<file path="src/hw/pecl_pkg.sv">
// pecl_pkg: constants shared by the event counter log page block.
// assumes one 25 MHz clock; all page geometry and identifiers live here.
package pecl_pkg;

	localparam int PAGE_BYTES = 512;
	localparam int HDR_BYTES = 4;
	localparam int NUM_CTRS = 7;
	localparam int CTR_W = 16;
	localparam int ENTRY_BYTES = 4;
	localparam int BYTE_IDX_W = 9;
	localparam int CLK_PERIOD_NS = 40;
	localparam logic [8:0] CKSUM_IDX = 9'h1FF;
	localparam logic [8:0] LIST_END_IDX = 9'h020;
	localparam logic [CTR_W-1:0] CTR_RESET_VAL = 16'h0000;

	// identifier layout: bit 15 vendor, bits 14:12 width code, 11:0 event
	localparam int ID_VENDOR_BIT = 15;
	localparam int ID_SIZE_LSB = 12;
	localparam logic [2:0] SIZE_16 = 3'h1;
	localparam logic [2:0] SIZE_32 = 3'h2;
	localparam logic [2:0] SIZE_48 = 3'h3;
	localparam logic [2:0] SIZE_64 = 3'h4;

	localparam logic [11:0] EVT_END = 12'h000;
	localparam logic [11:0] EVT_ICRC_CMD = 12'h001;
	localparam logic [11:0] EVT_RERR_DATA = 12'h002;
	localparam logic [11:0] EVT_RERR_NONDATA = 12'h005;
	localparam logic [11:0] EVT_LINK_UP = 12'h009;
	localparam logic [11:0] EVT_SIG_OK = 12'h00A;
	localparam logic [11:0] EVT_RX_CRC = 12'h00B;
	localparam logic [11:0] EVT_RX_OTHER = 12'h00D;

	// read-log request states
	typedef enum logic [1:0] {
		PECL_IDLE = 2'b00,
		PECL_SNAP = 2'b01,
		PECL_SEND = 2'b10,
		PECL_DONE = 2'b11
	} pecl_state_t;

	// full identifier from width code and event number
	function automatic logic [15:0] pecl_ident(input logic [2:0] sz, input logic [11:0] evt);
		pecl_ident = {1'b0, sz, evt};
	endfunction

endpackage : pecl_pkg

</file>
<file path="src/hw/pecl_counter.sv">
// pecl_counter: one saturating event counter with up to two events per cycle.
// assumes events are single-cycle pulses synchronous to core_clk_i.
module pecl_counter #(
	parameter int WIDTH = 16
) (
	input wire logic core_clk_i,
	input wire logic clear_i,
	input wire logic evt_a_i,
	input wire logic evt_b_i,
	output logic [WIDTH-1:0] count_o
);
	import pecl_pkg::*;

	logic [WIDTH:0] sum;
	logic [WIDTH-1:0] all_ones;

	assign all_ones = {WIDTH{1'b1}};
	assign sum = {1'b0, count_o} + {{WIDTH{1'b0}}, evt_a_i} + {{WIDTH{1'b0}}, evt_b_i};

	// count with saturation; clear has priority (power-up, self-test, read-and-clear)
	always_ff @(posedge core_clk_i) begin
		if (clear_i) begin
			count_o <= WIDTH'(CTR_RESET_VAL);
		end else if (sum[WIDTH]) begin
			count_o <= all_ones;
		end else begin
			count_o <= sum[WIDTH-1:0];
		end
	end

	AST_SAT_HOLD: assert property (@(posedge core_clk_i) disable iff (clear_i)
		count_o == all_ones |=> count_o == all_ones)
		else $error("counter wrapped after saturating");

endmodule : pecl_counter

</file>
<file path="src/hw/pecl_log_page.sv">
// pecl_log_page: event counters plus a streamed 512-byte counter log page.
// assumes event inputs are one-cycle pulses from the link layer; the page is sent
// one byte per cycle while page_ready_i is high.
module pecl_log_page (
	input wire logic core_clk_i,
	input wire logic reset_i,
	input wire logic cmd_err_icrc_i,
	input wire logic tx_data_rerr_i,
	input wire logic rx_data_rerr_i,
	input wire logic tx_nondata_rerr_i,
	input wire logic rx_nondata_rerr_i,
	input wire logic phy_ready_i,
	input wire logic sig_fis_rok_i,
	input wire logic rx_rerr_crc_i,
	input wire logic rx_rerr_other_i,
	input wire logic bist_activate_i,
	input wire logic read_req_i,
	input wire logic read_clear_i,
	input wire logic page_ready_i,
	output logic page_valid_o,
	output logic [7:0] page_data_o,
	output logic page_last_o,
	output logic busy_o
);
	import pecl_pkg::*;

	logic [CTR_W-1:0] ctr [NUM_CTRS];
	logic [CTR_W-1:0] snap_q [NUM_CTRS];
	logic [NUM_CTRS-1:0] evt_a;
	logic [NUM_CTRS-1:0] evt_b;
	logic phy_ready_q;
	logic ctr_clear;
	logic clear_pend_q;
	pecl_state_t state_q;
	logic [BYTE_IDX_W-1:0] idx_q;
	logic [7:0] sum_q;
	logic [7:0] cur_byte;
	logic beat;

	////////////////////////////////////////////////////////////////
	// event decode
	// rising link-ready edge
	always_ff @(posedge core_clk_i) begin
		if (reset_i) begin
			phy_ready_q <= 1'b0;
		end else begin
			phy_ready_q <= phy_ready_i;
		end
	end

	always_comb begin
		evt_a = '0;
		evt_b = '0;
		evt_a[0] = cmd_err_icrc_i;
		evt_a[1] = tx_data_rerr_i;
		evt_b[1] = rx_data_rerr_i;
		evt_a[2] = tx_nondata_rerr_i;
		evt_b[2] = rx_nondata_rerr_i;
		evt_a[3] = phy_ready_i & ~phy_ready_q;
		evt_a[4] = sig_fis_rok_i;
		evt_a[5] = rx_rerr_crc_i;
		evt_a[6] = rx_rerr_other_i;
	end

	////////////////////////////////////////////////////////////////
	// counters; reset_i is power-up only, link resets never reach here
	// clear sources
	assign ctr_clear = reset_i | bist_activate_i | clear_pend_q;

	for (genvar g = 0; g < NUM_CTRS; g++) begin : g_ctr
		pecl_counter #(
			.WIDTH(CTR_W)
		) u_ctr (
			.core_clk_i(core_clk_i),
			.clear_i(ctr_clear),
			.evt_a_i(evt_a[g]),
			.evt_b_i(evt_b[g]),
			.count_o(ctr[g])
		);
	end

	////////////////////////////////////////////////////////////////
	// page byte function of the snapshot
	// entry order fixed here
	function automatic logic [11:0] slot_evt(input int s);
		case (s)
			0: slot_evt = EVT_ICRC_CMD;
			1: slot_evt = EVT_RERR_DATA;
			2: slot_evt = EVT_RERR_NONDATA;
			3: slot_evt = EVT_LINK_UP;
			4: slot_evt = EVT_SIG_OK;
			5: slot_evt = EVT_RX_CRC;
			6: slot_evt = EVT_RX_OTHER;
			default: slot_evt = EVT_END;
		endcase
	endfunction

	// entries are 4 bytes: id lo, id hi, value lo, value hi (little endian)
	always_comb begin
		logic [15:0] id;
		logic [15:0] val;
		int slot;
		id = '0;
		val = '0;
		slot = (int'(idx_q) - HDR_BYTES) / ENTRY_BYTES;
		cur_byte = 8'h00;
		// header and tail reserved read zero
		if (idx_q >= 9'(HDR_BYTES) && idx_q < LIST_END_IDX && slot < NUM_CTRS) begin
			// width code 1h, vendor bit clear
			id = pecl_ident(SIZE_16, slot_evt(slot));
			// 16-bit physical counter fills the 16-bit field, saturates to all ones
			val = snap_q[slot];
			case (idx_q[1:0])
				2'd0: cur_byte = id[7:0];
				2'd1: cur_byte = id[15:8];
				2'd2: cur_byte = val[7:0];
				default: cur_byte = val[15:8];
			endcase
		end
		// slot after last counter carries zero id, then all zero
		if (idx_q == CKSUM_IDX) begin
			cur_byte = 8'(-sum_q);
		end
	end

	////////////////////////////////////////////////////////////////
	// read sequencer
	assign beat = (state_q == PECL_SEND) && (~page_valid_o || page_ready_i);

	always_ff @(posedge core_clk_i) begin
		if (reset_i) begin
			state_q <= PECL_IDLE;
			idx_q <= '0;
			sum_q <= 8'h00;
			clear_pend_q <= 1'b0;
		end else begin
			clear_pend_q <= 1'b0;
			unique case (state_q)
				PECL_IDLE: begin
					if (read_req_i) begin
						state_q <= PECL_SNAP;
					end
				end
				PECL_SNAP: begin
					state_q <= PECL_SEND;
					idx_q <= '0;
					sum_q <= 8'h00;
				end
				PECL_SEND: begin
					if (beat) begin
						sum_q <= sum_q + cur_byte;
						idx_q <= idx_q + 9'd1;
						if (idx_q == CKSUM_IDX) begin
							state_q <= PECL_DONE;
						end
					end
				end
				PECL_DONE: begin
					if (~page_valid_o) begin
						clear_pend_q <= read_clear_i;
						state_q <= PECL_IDLE;
					end
				end
			endcase
		end
	end

	// snapshot register; events during the read still count live
	always_ff @(posedge core_clk_i) begin
		if (state_q == PECL_SNAP) begin
			for (int i = 0; i < NUM_CTRS; i++) begin
				snap_q[i] <= ctr[i];
			end
		end
	end

	// output byte stream
	always_ff @(posedge core_clk_i) begin
		if (reset_i) begin
			page_valid_o <= 1'b0;
			page_data_o <= 8'h00;
			page_last_o <= 1'b0;
		end else if (beat) begin
			page_valid_o <= 1'b1;
			page_data_o <= cur_byte;
			page_last_o <= (idx_q == CKSUM_IDX);
		end else if (page_ready_i) begin
			page_valid_o <= 1'b0;
			page_last_o <= 1'b0;
		end
	end

	// busy status
	always_ff @(posedge core_clk_i) begin
		if (reset_i) begin
			busy_o <= 1'b0;
		end else begin
			busy_o <= (state_q != PECL_IDLE) || read_req_i;
		end
	end

	////////////////////////////////////////////////////////////////
	// checks
	AST_HDR_ZERO: assert property (@(posedge core_clk_i) disable iff (reset_i)
		beat && idx_q < 9'(HDR_BYTES) |=> page_data_o == 8'h00)
		else $error("header byte not zero");

	AST_FIRST_ID: assert property (@(posedge core_clk_i) disable iff (reset_i)
		beat && idx_q == 9'd5 |=> page_data_o == 8'h10)
		else $error("first identifier width code wrong");

	AST_TAIL_ZERO: assert property (@(posedge core_clk_i) disable iff (reset_i)
		beat && idx_q >= LIST_END_IDX && idx_q != CKSUM_IDX |=> page_data_o == 8'h00)
		else $error("byte after list end not zero");

	AST_CKSUM: assert property (@(posedge core_clk_i) disable iff (reset_i)
		beat && idx_q == CKSUM_IDX |=> page_last_o && 8'(page_data_o + $past(sum_q)) == 8'h00)
		else $error("page checksum wrong");

	AST_BIST_CLR: assert property (@(posedge core_clk_i) disable iff (reset_i)
		bist_activate_i |=> ctr[0] == '0 && ctr[6] == '0)
		else $error("self-test frame did not clear counters");

	AST_LINK_UP: assert property (@(posedge core_clk_i) disable iff (reset_i || ctr_clear)
		phy_ready_i && !phy_ready_q && ctr[3] != 16'hFFFF |=> ctr[3] == $past(ctr[3]) + 16'd1)
		else $error("link-ready transition not counted");

	AST_DUAL: assert property (@(posedge core_clk_i) disable iff (reset_i || ctr_clear)
		tx_data_rerr_i && rx_data_rerr_i && ctr[1] < 16'hFFFE
		|=> ctr[1] == $past(ctr[1]) + 16'd2)
		else $error("data negative acks not summed");

	AST_SNAP: assert property (@(posedge core_clk_i) disable iff (reset_i)
		state_q == PECL_SNAP |=> snap_q[0] == $past(ctr[0]))
		else $error("snapshot mismatch");

	AST_RD_CLR: assert property (@(posedge core_clk_i) disable iff (reset_i)
		clear_pend_q |=> ctr[4] == '0)
		else $error("read-and-clear did not clear");

	AST_HOLD_BYTE: assert property (@(posedge core_clk_i) disable iff (reset_i)
		page_valid_o && !page_ready_i
		|=> page_valid_o && $stable(page_data_o) && $stable(page_last_o))
		else $error("stalled page byte moved");

	AST_LAST_VALID: assert property (@(posedge core_clk_i) disable iff (reset_i)
		page_last_o |-> page_valid_o)
		else $error("last flag without valid byte");

	AST_ID_HI: assert property (@(posedge core_clk_i) disable iff (reset_i)
		beat && idx_q >= 9'(HDR_BYTES) && idx_q < LIST_END_IDX && idx_q[1:0] == 2'd1
		|=> page_data_o[7:4] == {1'b0, SIZE_16})
		else $error("identifier vendor bit or width code wrong");

	AST_SNAP_HOLD: assert property (@(posedge core_clk_i) disable iff (reset_i)
		state_q == PECL_SEND |=> $stable(snap_q[0]) && $stable(snap_q[6]))
		else $error("snapshot changed during page send");

	AST_POWER_CLR: assert property (@(posedge core_clk_i)
		reset_i |=> ctr[6] == '0 && !page_valid_o && !busy_o)
		else $error("power-up reset did not clear");

	AST_ICRC: assert property (@(posedge core_clk_i) disable iff (reset_i || ctr_clear)
		cmd_err_icrc_i && ctr[0] != 16'hFFFF |=> ctr[0] == $past(ctr[0]) + 16'd1)
		else $error("interface crc command not counted");

	AST_SIG_OK: assert property (@(posedge core_clk_i) disable iff (reset_i || ctr_clear)
		sig_fis_rok_i && ctr[4] != 16'hFFFF |=> ctr[4] == $past(ctr[4]) + 16'd1)
		else $error("acknowledged signature not counted");

	AST_NONDATA: assert property (@(posedge core_clk_i) disable iff (reset_i || ctr_clear)
		tx_nondata_rerr_i && rx_nondata_rerr_i && ctr[2] < 16'hFFFE
		|=> ctr[2] == $past(ctr[2]) + 16'd2)
		else $error("non-data negative acks not summed");

endmodule : pecl_log_page

</file>
<file path="config.mk">
export PLATFORM = sky130hd
export DESIGN_NAME = pecl_log_page
export DESIGN_NICKNAME = d
export VERILOG_FILES = /design/src/hw/pecl_pkg.sv /design/src/hw/pecl_counter.sv /design/src/hw/pecl_log_page.sv
export SDC_FILE = /design/constraint.sdc
export NUM_CORES = 1
export LEC_CHECK = 0
export ABC_AREA = 1
export BUFFER_PORTS_ARGS = -buffer_cell sky130_fd_sc_hd__buf_2
export CAP_MARGIN = 25
export CELL_PAD_IN_SITES_DETAIL_PLACEMENT = 1
export CELL_PAD_IN_SITES_GLOBAL_PLACEMENT = 1
export CORE_ASPECT_RATIO = 1.1
export CORE_MARGIN = 10
export CORE_UTILIZATION = 43
export CTS_CLUSTER_SIZE = 14
export DETAILED_ROUTE_END_ITERATION = 8
export PLACE_DENSITY_LB_ADDON = 0.1
export REMOVE_ABC_BUFFERS = 1
export SYNTH_ARGS = -nofsm -noshare
export SYNTH_HDL_FRONTEND = slang
export SYNTH_SLANG_ARGS = --single-unit
</file>
<file path="constraint.sdc">
create_clock -name core_clk_i -period 6.6 [get_ports core_clk_i]
set_clock_uncertainty 0.15 [all_clocks]
set_input_delay 0.33 -clock core_clk_i [delete_from_list [all_inputs] [get_ports core_clk_i]]
set_output_delay 0.33 -clock core_clk_i [all_outputs]
set_load 0.01 [all_outputs]
</file>
Yosys cells after proc, flatten, opt, wreduce, memory -nomap -nowiden
Memory sizes are Yosys's and may differ from the RTL's.
Cells that the tools add are included.

storage, ports and cells
  bits in registers = 144
  bits in latches = 0
  memory bits (writable) = 112
  ROM bits = 0
  bits of input ports = 15
  output and inout port bits = 11
  word-level logic and storage cells = 97
  memories kept = 1

operators by class
  add/subtract/negate cells = 14
  multipliers = 0
  divide/modulo/power cells = 0
  order comparisons = 3
  equal/unequal tests = 16
  shift-type cells = 0
  multiplexer cells = 25
  bitwise operators = 7
  reduce and logical (&&, ||, !) cells = 15

memory list
  memory  depth  bits a word  read ports  clocked after Yosys merged registers in  write ports  line                 RTL
  snap_q  7      16           1           0                                        7            pecl_log_page.sv:28  logic [CTR_W-1:0] snap_q [NUM_CTRS];

operators by type and width
  operator                                              count
  adder 16 x 1 -> 17 bit                                7
  two-way mux 16 bit                                    7
  equality test 32 x 3 -> 1 bit, second input constant  3
  equality test 32 x 2 -> 1 bit, second input constant  2
  adder 17 x 1 -> 17 bit                                2
  adder 32 x 1 -> 32 bit                                1
  equality test 32 x 1 -> 1 bit, second input constant  1
  zero test 32 bit                                      1
  < comparator 32 x 4 -> 1 bit, second input constant   1
  case mux 4 bit (7 select lines)                       1
  two-way mux 8 bit                                     3
  case mux 8 bit (3 select lines)                       1
  case mux 9 bit (2 select lines)                       1
  case mux 8 bit (2 select lines)                       1
  subtractor 9 x 3 -> 10 bit, second input constant     1
  adder 9 x 1 -> 9 bit, second input constant           1
  equality test 9 bit, second input constant            1
  >= comparator 9 x 3 -> 1 bit, second input constant   1
  < comparator 9 x 6 -> 1 bit, second input constant    1
  two-way mux 9 bit                                     1
  adder 8 bit                                           1
  two-way mux 2 bit                                     4
  inequality test 2 bit, second input constant          4
  negator 8 bit                                         1
  15 further kinds                                      32

Logic depth before layout (Yosys ltp)
Gate-level depths: netlist of run 1.

  depth after elaboration = 12
  mapped depth = 35

Cells and area by module
A second synthesis of run 1 with hierarchy kept.

unflattened totals
  cells, all modules = 1571
  area total of the unflattened synthesis = 13415.4 sq um

by module, submodules not included
  module                             times used  cells each  area an instance (sq um)  seq. area each (sq um)
  pecl_log_page                      1           690         6904.1                    4003.8
  pecl_counter (g_ctr[1].u_ctr ...)  6           125         934.6                     320.3
  pecl_counter (g_ctr[0].u_ctr)      1           131         903.4                     320.3

Worst setup path before layout of run 1
OpenSTA, ideal clock, no wires.

  path type = register to register
  from = reg idx_q[6]
  to = reg sum_q[6]
  setup time = 0.132 ns
  arrival time = 4.707 ns
  data required time = 6.318 ns
  setup slack = 1.610 ns
  cell stages (with the launch flop) = 33
  buffers on the path = 0
  clock period less this slack = 4.990 ns
  cell sequence = dfxtp_1 > inv_2 > nand2_1 > nor3_1 > nand2_1 > nor2_1 > ha_1 > ha_1 > nand3_1 > nor2_1 > nand3_2 > or4_1 > ha_1 > nand4_1 > nor4_1 > inv_1 > a211oi_1 > nand2_1 > nand2_2 > nand2_4 > nor3_2 > nand2_1 > nand2_1 > ha_1 > inv_1 > fa_1 > o31ai_1 > and2_1 > o21ai_0 > nand2_1 > a21oi_1 > o21ai_0 > a21oi_1

on the way
  longest elaborated chain between the ends = 11
  elaborated cells between the ends (all ways) = 24

RTL lines
  what                                                                            line                  RTL
  start: declaration                                                              pecl_log_page.sv:35   logic [BYTE_IDX_W-1:0] idx_q;
  start signal: assignment                                                        pecl_log_page.sv:152  idx_q <= idx_q + 9'd1;
  parallel branches: the longest is 7 deep, another holds adder 32 x 1 -> 32 bit  --
  two-way mux 8 bit *                                                             pecl_log_page.sv:121  if (idx_q == CKSUM_IDX) begin
  named net cur_byte[0]                                                           pecl_log_page.sv:37   logic [7:0] cur_byte;
  adder 8 bit *                                                                   pecl_log_page.sv:151  sum_q <= sum_q + cur_byte;
  two-way mux 8 bit *                                                             pecl_log_page.sv:150  if (beat) begin
  case mux 8 bit (2 select lines) *                                               pecl_log_page.sv:138  unique case (state_q)
  end signal: assignment                                                          pecl_log_page.sv:151
  end: declaration                                                                pecl_log_page.sv:36   logic [7:0] sum_q;

Mark *: on every way through the listed nets, which the timed path passes. The select of a mux whose other input is x is not followed.
A chain may end at the register's enable or synchronous reset.

Final worst setup path of run 1
Ends and elaborated chain as after synthesis.

==> results.yml, run 1 <==
floorplanning:
  start_util: 0.4397
  rows: 63
  design.die.area_mm2: 0.03488
  io_pins: 26
  die_h_um: 194.9
  die_x_um: 179.0
  coreArea_mm2: 0.02719
critical_path:
  critPathLaunchType: "register"
  crit_type: "reg -> reg"
  worst-path-buf-inv: 3
  critical_path_arrival_ps: 6000
  cp_slowest_cell: "fa_1"
  crit_top_cell: "nand2_1"
  max_stage_delay_ps: 430
  crit_family: "simple AND/OR/NAND/NOR gates"
  crit_fanout: 7
  r2r_setup_slack_ps: 870
  required_ps: 6870
  critPathCaptureType: "register"
drt:
  ant_nets: 0
  drt_iter0_drc: 520
  finalWirelength_mm: 30.85
  via_per_inst: 5.248
  num_vias: 9106
  drtPass1Iterations: 5
  drcViolationCount: 0
  wl_per_cell_um: 17.78
synth:
  synth_top_area_frac: 0.2813
  syn_area_mm2: 0.01196
  synth_top_family_by_area: "simple AND/OR/NAND/NOR gates"
  yosys-top-cells-area: "edfxtp_1 28%, dfxtp_1 24%, inv_1 5.1%, nand2_1 4.7%, nor2_1 4.7%"
  synth_common_cells: "163 x inv_1, 150 x nand2_1, 149 x nor2_1"
  synthArstFlopShare: 0
  ys.flop_type: "dfxtp_1"
  synth_edf_count: 112
  yosys.area_share.simple: 0.1861
  synth.most_common_cell: "inv_1"
  ys_warn_count: 0
  post-synth-top-area-cell: "edfxtp_1"
  synth_cell_types: 52
  synth_fa_ha_area_frac: 0.05107
  netlist_instances: 1317
  ys_seq_elements: 256
  synth_compound_area_frac: 0.1164
  postSynthAreaPerCell_um2: 9.079
  synth.mux.area_fraction: 0
  synth_xor_area_frac: 0.05640
  ys_seq_area_frac: 0.5224
placed_design:
  gp_congestion: 0.8435
  hpwlAfterDp_mm: 21.98
  dp.cells: 1674
  numPortBuffers: 25
timing:
  relSlewSlack: 0.4778
  tightestPinTransition_ps: 783.3
  max_freq_mhz: 174.6
  rsz0062_at_grt: "no"
  setup_viol: 0
  min_period_over_period: 0.8680
  maxSlewViolCount: 0
  finalHoldViolCount: 0
  fin_setup_tns_ps: 0
  min_period_ps: 5729
run:
  cap_violations: 0
clock_network:
  clkSlewWorstSetupHoldPaths_ps: 60
  clock_latency_ps: 550
  numCtsBuffers: 28
  cts_tree: "built"
  clock_path_buffers: 3
  cts_htree_levels: 1
  cts.sinks: 256
  cts.repair.resized: 0
  post_cts_buffers: 0
  cts_hold_buf: 8
  cts-root-buf: "clkbuf_16"
cells_and_area:
  num_antenna_cells: 0
  drive_gt1_frac: 0.08926
  nets: 1418
  synthToLayoutAreaGrowth_pct: 12.98
  stdcell_count: 1735
grt:
  grt_usage: 0.1749
  grt_pass1_wl_mm: 49.58
  grt_pass1_vias: 9316
  grt_antenna_before_repair: 0
  overflow: 0
  grt_max_degree: 78
power_and_ir_drop:
  power_leakage_nw: 5.393
  p_per_area_mw_per_mm2: 334.6
  ir_drop_v: 0.0002018
worst_hold_path:
  hold_class: "in -> reg"
run_status:
  status: "finished, final reports clean"
[per-layer routing]
layer | GRT usage | up-vias | wire (um)
met3 | 0.02133 | 35 | 979
met5 | 0 | - | 0
met4 | 0.03419 | 0 | 444
li1 | - | 4549 | -
met2 | 0.2976 | 109 | 15260
met1 | 0.2326 | 4413 | 14170
[tightest hold or removal path, cell delays in order]
cell     delay [ps]
buf_2            90
inv_1            60
fa_1            160
a21oi_1          60
[sequential cells by signal (all words and copies together), names as in the netlist]
register	count
sum_q	8
g_ctr.u_ctr.count_o	112
state_q	2
busy_o	1
page_valid_o	1
clear_pend_q	1
page_data_o	8
snap_q	112
page_last_o	1
phy_ready_q	1
idx_q	9
[stage by stage]
| stage | hold slack (ps) | setup WS (ps) | util | total power [mW] | cell area, um^2 |
|---|---|---|---|---|---|
| after floorplan | 249.1 | 1617 | - | 2.604 | 11820 |
| after global placement | 266.5 | 1040 | 0.4586 | 2.940 | 12470 |
| after detailed placement | 271.6 | 861.0 | 0.4586 | 2.962 | 12470 |
| after CTS | 44.24 | 847.3 | 0.4957 | 4.557 | 13480 |
| after global routing | 65.53 | 165.0 | 0.4967 | 4.750 | 13510 |
| final | 51.64 | 871.0 | 0.4967 | 4.520 | 13510 |
[final cells by class]
cell class                 instances  area, um^2
sequential                       256        6246
timing repair buffer              43       300.3
multi-input combinational        849        4918
clock inverter                    22       220.2
fill                            3169       13690
tap                              357       446.7
clock buffer                      30       708.2
inverter                         178       668.1
[layout by cell type, fill, tap and decap left out, types with 7 or more instances in the layout]
master,instances
a211oi_1,8
a21oi_1,98
buf_2,25
buf_4,9
clkbuf_16,28
clkinv_1,9
clkinv_2,9
dfxtp_1,144
dlygate4sd3_1,8
edfxtp_1,112
ha_1,43
inv_1,163
inv_2,12
nand2_1,150
nand2_2,7
nand3_1,68
nand4_1,27
nor2_1,149
nor3_1,33
nor3b_1,7
o21ai_0,68
o22ai_1,44
xnor2_1,25
xor2_1,52
[power breakdown]
part	switching, mW	internal, mW
sequential	0.0950	1.93
clock	0.651	0.933
combinational	0.647	0.264
[kinds of logic after synthesis]
group | Yosys count
compound gates | 246
xor+xnor | 77
fa+ha+maj | 47
buf+inv | 212
flops | 256
simple gates | 479
[path summary, 6_finish.rpt]
kind,start,endpoint,cells after the start
worst min-delay path,rx_data_rerr_i,g_ctr[1].u_ctr.count_o[0],4
worst min register to register,g_ctr[4].u_ctr.count_o[0],snap_q[4][0],0
worst max-delay path,idx_q[6],sum_q[6],32
worst max register to register,idx_q[6],sum_q[6],32
No activity file was read; power rests on OpenSTA's default activity.
==> inputs of run 2 (changes only) <==
--- a/config.mk
+++ b/config.mk
@@ -8,14 +8,11 @@
 export ABC_AREA = 1
 export BUFFER_PORTS_ARGS = -buffer_cell sky130_fd_sc_hd__buf_2
 export CAP_MARGIN = 25
-export CELL_PAD_IN_SITES_DETAIL_PLACEMENT = 1
-export CELL_PAD_IN_SITES_GLOBAL_PLACEMENT = 1
 export CORE_ASPECT_RATIO = 1.1
 export CORE_MARGIN = 10
 export CORE_UTILIZATION = 43
 export CTS_CLUSTER_SIZE = 14
 export DETAILED_ROUTE_END_ITERATION = 8
-export PLACE_DENSITY_LB_ADDON = 0.1
 export REMOVE_ABC_BUFFERS = 1
 export SYNTH_ARGS = -nofsm -noshare
 export SYNTH_HDL_FRONTEND = slang
==> run 2 against run 1 <==
  * Cell count decreased by 0.23%
  * Final area about the same
  * Sequential power about the same
  * First-iteration DRC count increased by 21%
  * Largest cell class unchanged
  * Highest routed layer unchanged
==> results.yml, run 2 (synthesis results as in run 1) <==
run_status:
  status: "finished, final reports clean"
timing:
  min_period_over_period: 0.8651
  min_period_ps: 5710
  tightestPinTransition_ps: 959.8
  setup_viol: 0
  rsz0062_at_grt: "no"
  fin_hold_ws_ps: 45.01
  max_freq_mhz: 175.1
  timing.final.ws_setup_ps: 890.1
  fin_setup_tns_ps: 0
  relSlewSlack: 0.3602
  maxSlewViolCount: 0
  finalHoldViolCount: 0
drt:
  drt_iter0_drc: 629
  num_vias: 8936
  drtPass1Iterations: 5
  ant_nets: 0
  wl_per_cell_um: 15.42
  via_per_inst: 5.162
  finalWirelength_mm: 26.69
  drcViolationCount: 0
clock_network:
  cts_tree: "built"
  cts.sinks: 256
  clock_path_buffers: 3
  clock_latency_ps: 550
  clkSlewWorstSetupHoldPaths_ps: 60
  cts_htree_levels: 1
  numCtsBuffers: 27
  cts-root-buf: "clkbuf_16"
  post_cts_buffers: 0
critical_path:
  reg2reg_depth: 32
  critical_path_arrival_ps: 5970
  required_ps: 6860
  crit_fanout: 7
  max_stage_delay_ps: 430
  critPathCaptureType: "register"
  crit_type: "reg -> reg"
  critPathLaunchType: "register"
  crit_top_cell: "nand2_1"
  cp_slowest_cell: "or4_1"
floorplanning:
  coreArea_mm2: 0.02719
  rows: 63
  io_pins: 26
  start_util: 0.4397
  design.die.area_mm2: 0.03488
  die_h_um: 194.9
  die_x_um: 179.0
cells_and_area:
  final_common_cell: "inv_1"
  synthToLayoutAreaGrowth_pct: 12.91
  nets: 1415
  num_antenna_cells: 0
  drive_gt1_frac: 0.08879
  top_regs: "g_ctr.u_ctr.count_o x112, snap_q x112, idx_q x9"
  fin_area_mm2: 0.01350
  final_cell_mix: "163 x inv_1, 150 x nand2_1, 149 x nor2_1"
  fillers: 2512
grt:
  grt_antenna_before_repair: 0
  overflow: 0
  grt_max_degree: 80
  grt_usage: 0.1508
  grt_pass1_wl_mm: 43.69
  grt_pass1_vias: 8530
placed_design:
  gp_congestion: 0.8736
  place_ws_ps: 946.6
  dpl_cell_area_mm2: 0.01247
  numPortBuffers: 25
  hpwlAfterDp_mm: 18.72
power_and_ir_drop:
  power_leakage_nw: 5.390
  finalPower_mw: 4.514
  ir_drop_v: 0.0001836
  p_per_area_mw_per_mm2: 334.4
worst_hold_path:
  hold_depth: 4
  hold_class: "in -> reg"
run:
  cap_violations: 0
==> run 2: changes by cell type in the layout (fill, tap and decap cells not counted), sizes merged <==
cell / previous run / this run
clkinv: 19 / 11
clkbuf: 30 / 37
clkinvlp: 1 / 0
buf: 35 / 33
==> run 2: final cells by class <==
cell class	instances	area, um^2	area share
clock buffers	37	763.2	0.05653
clock inverters	13	191.4	0.01418
inverters	178	669.4	0.04958
multi-input cells	849	4918	0.3643
flip-flops and latches	256	6246	0.4627
well taps	357	446.7	0.03309
repair buffers	41	265.3	0.01965
==> run 2: final timing paths <==
check | start | endpoint | slack, ps
max | idx_q[6] | sum_q[6] | 890
min | rx_data_rerr_i | g_ctr[1].u_ctr.count_o[0] | 50
max reg2reg | idx_q[6] | sum_q[6] | 890
min reg2reg | g_ctr[3].u_ctr.count_o[0] | snap_q[3][0] | 290
==> run 2: worst max-delay path, delay by kind of cell, from the launching register on <==
kind / cells / cell delay, ps
and+or+nand+nor: 18 / 2660
adders and majority gates: 5 / 1280
AOI/OAI and AO/OA: 6 / 800
DFF: 1 / 370
buffers and inverters: 3 / 320
==> run 2: repair_timing <==
action,4_1_cts,5_1_grt
hold buffers,8,0
resized for setup,0,0
endpoints found under the hold margin,9,0
==> run 2: routing by layer <==
layer  wire length [um]  vias up  global-route usage
met3                861       41             0.01978
met5                  0        -                   0
met4                613        0             0.04212
met2              12460      116              0.2453
met1              12760     4229              0.2043
li1                   -     4550                   -
==> run 2: power breakdown <==
part,leakage (nW),internal (mW),switching (mW)
clock,0.473,0.972,0.637
sequential,2.24,1.93,0.0909
combinational,2.67,0.247,0.635
==> run 2: metrics by stage <==
stage,std cells,utilization
4_1_cts,1731,0.4964
2_1_floorplan,1283,-
3_3_place_gp,1673,0.4584
6_report,1731,0.4964
5_1_grt,1731,0.4964
3_5_place_dp,1673,0.4584
==> inputs of run 3 (changes only) <==
==> constraint.sdc (replaced) <==
create_clock -name core_clk_i -period 6.6 [get_ports core_clk_i]
set_clock_uncertainty 0.15 [all_clocks]
set_input_delay 0.99 -clock core_clk_i [delete_from_list [all_inputs] [get_ports core_clk_i]]
set_output_delay 0.99 -clock core_clk_i [all_outputs]
set_load 0.01 [all_outputs]
==> run 3 against run 2 <==
  * Largest cell class unchanged
  * Highest routed layer unchanged
  * Non-clock buffer count decreased by 8
  * Sequential share of layout area increased by 0.28 points
  * Cell count decreased by 0.46%
==> results.yml, run 3 (synthesis results as in run 1) <==
cells_and_area:
  nets: 1407
  drive_gt1_frac: 0.08931
  final_common_cell: "inv_1"
  final_cell_mix: "163 x inv_1, 150 x nand2_1, 149 x nor2_1"
  synthToLayoutAreaGrowth_pct: 12.24
  top_regs: "g_ctr.u_ctr.count_o x112, snap_q x112, idx_q x9"
  num_antenna_cells: 0
  fin_area_mm2: 0.01342
  register_area_mm2: 0.006246
  fillers: 2521
  multiInputGateArea_mm2: 0.004918
grt:
  grt_usage: 0.1504
  grt_pass1_vias: 8499
  grt_max_degree: 80
  overflow: 0
  grt_pass1_wl_mm: 43.57
  grt_antenna_before_repair: 0
critical_path:
  crit_top_cell: "nand2_1"
  critPathCaptureType: "register"
  crit_type: "reg -> reg"
  required_ps: 6860
  crit_fanout: 7
  critical_path_arrival_ps: 5990
  cp_slowest_cell: "or4_1"
  critPathLaunchType: "register"
  max_stage_delay_ps: 430
clock_network:
  post_cts_buffers: 0
  numCtsBuffers: 27
  cts_hold_buf: 0
  cts_tree: "built"
  cts.repair.resized: 0
  cts-root-buf: "clkbuf_16"
  clock_latency_ps: 550
  cts_htree_levels: 1
  clkSlewWorstSetupHoldPaths_ps: 60
  clock_path_buffers: 3
  cts.sinks: 256
drt:
  via_per_inst: 5.194
  drcViolationCount: 0
  num_vias: 8949
  wl_per_cell_um: 15.48
  drt_iter0_drc: 626
  finalWirelength_mm: 26.67
  ant_nets: 0
  drtPass1Iterations: 5
timing:
  min_period_over_period: 0.8671
  fin_setup_tns_ps: 0
  min_period_ps: 5723
  rsz0062_at_grt: "no"
  tightestPinTransition_ps: 956.7
  maxSlewViolCount: 0
  max_freq_mhz: 174.7
  finalHoldViolCount: 0
  setup_viol: 0
  relSlewSlack: 0.3622
run:
  cap_violations: 0
placed_design:
  dpl_cell_area_mm2: 0.01247
  gp_congestion: 0.8736
  hpwlAfterDp_mm: 18.72
  numPortBuffers: 25
floorplanning:
  design.die.area_mm2: 0.03488
  die_h_um: 194.9
  coreArea_mm2: 0.02719
  io_pins: 26
  die_x_um: 179.0
  start_util: 0.4397
  rows: 63
power_and_ir_drop:
  switching_share: 0.3022
  p_seq_frac: 0.448
  switchingPower_mw: 1.364
  power.internal_mw: 3.149
  power_leakage_nw: 5.356
  ir_drop_v: 0.0001846
  p_per_area_mw_per_mm2: 336.3
  power_frac_clock: 0.357
  p_comb_frac: 0.195
worst_hold_path:
  hold_class: "reg -> reg"
run_status:
  status: "finished, final reports clean"
[run 3: power groups by stage]
| stage | clock network (mW) | logic, mW | registers [mW] |
|---|---|---|---|
| global placement | 0 | 0.877 | 2.05 |
| global route | 1.70 | 0.979 | 2.04 |
| detailed placement | 0 | 0.885 | 2.06 |
| finish | 1.61 | 0.879 | 2.02 |
| CTS | 1.64 | 0.890 | 2.02 |
| floorplan | 0 | 0.558 | 2.05 |
[run 3: worst max-delay path: cells and delay by family, from the launching register on]
| kind | cells | cell delay [ps] |
|---|---|---|
| compound gates | 6 | 800 |
| buf+inv | 3 | 330 |
| simple gates | 18 | 2670 |
| flops | 1 | 370 |
| fa+ha+maj | 5 | 1280 |
[run 3: cell type report]
cell class              instances  area share
well taps                     357     0.03328
repair buffers                 33     0.01380
multi-input cells             849      0.3665
clock inverters                13     0.01426
flip-flops and latches        256      0.4654
clock buffers                  37     0.05687
inverters                     178     0.04988
[run 3: through the flow]
step	utilization	std cells	hold WS [ps]	power, mW	worst slack [ps]
5_1_grt	0.4935	1723	301.0	4.723	245.2
4_1_cts	0.4935	1723	288.5	4.555	937.8
3_3_place_gp	0.4584	1673	262.7	2.931	1078
2_1_floorplan	-	1283	258.2	2.604	1617
3_5_place_dp	0.4584	1673	273.8	2.941	946.6
6_report	0.4935	1723	284.8	4.513	877.1
[run 3: final timing paths]
path                                   from      endpoint  slack, ps  cells after the start
hold reg to reg   g_ctr[3].u_ctr.count_o[0]  snap_q[3][0]        280                      0
setup / recovery                   idx_q[6]      sum_q[6]        880                     32
hold / removal    g_ctr[3].u_ctr.count_o[0]  snap_q[3][0]        280                      0
setup reg to reg                   idx_q[6]      sum_q[6]        880                     32
[run 3: metal layers]
layer / global-route usage / up-vias / wire length (um) / share of wire
met4: 0.04212 / 0 / 600 / 0.023
met3: 0.01978 / 39 / 1060 / 0.040
met2: 0.2450 / 145 / 12490 / 0.47
li1: - / 4539 / - / -
met5: 0 / - / 0 / 0
met1: 0.2035 / 4226 / 12510 / 0.47
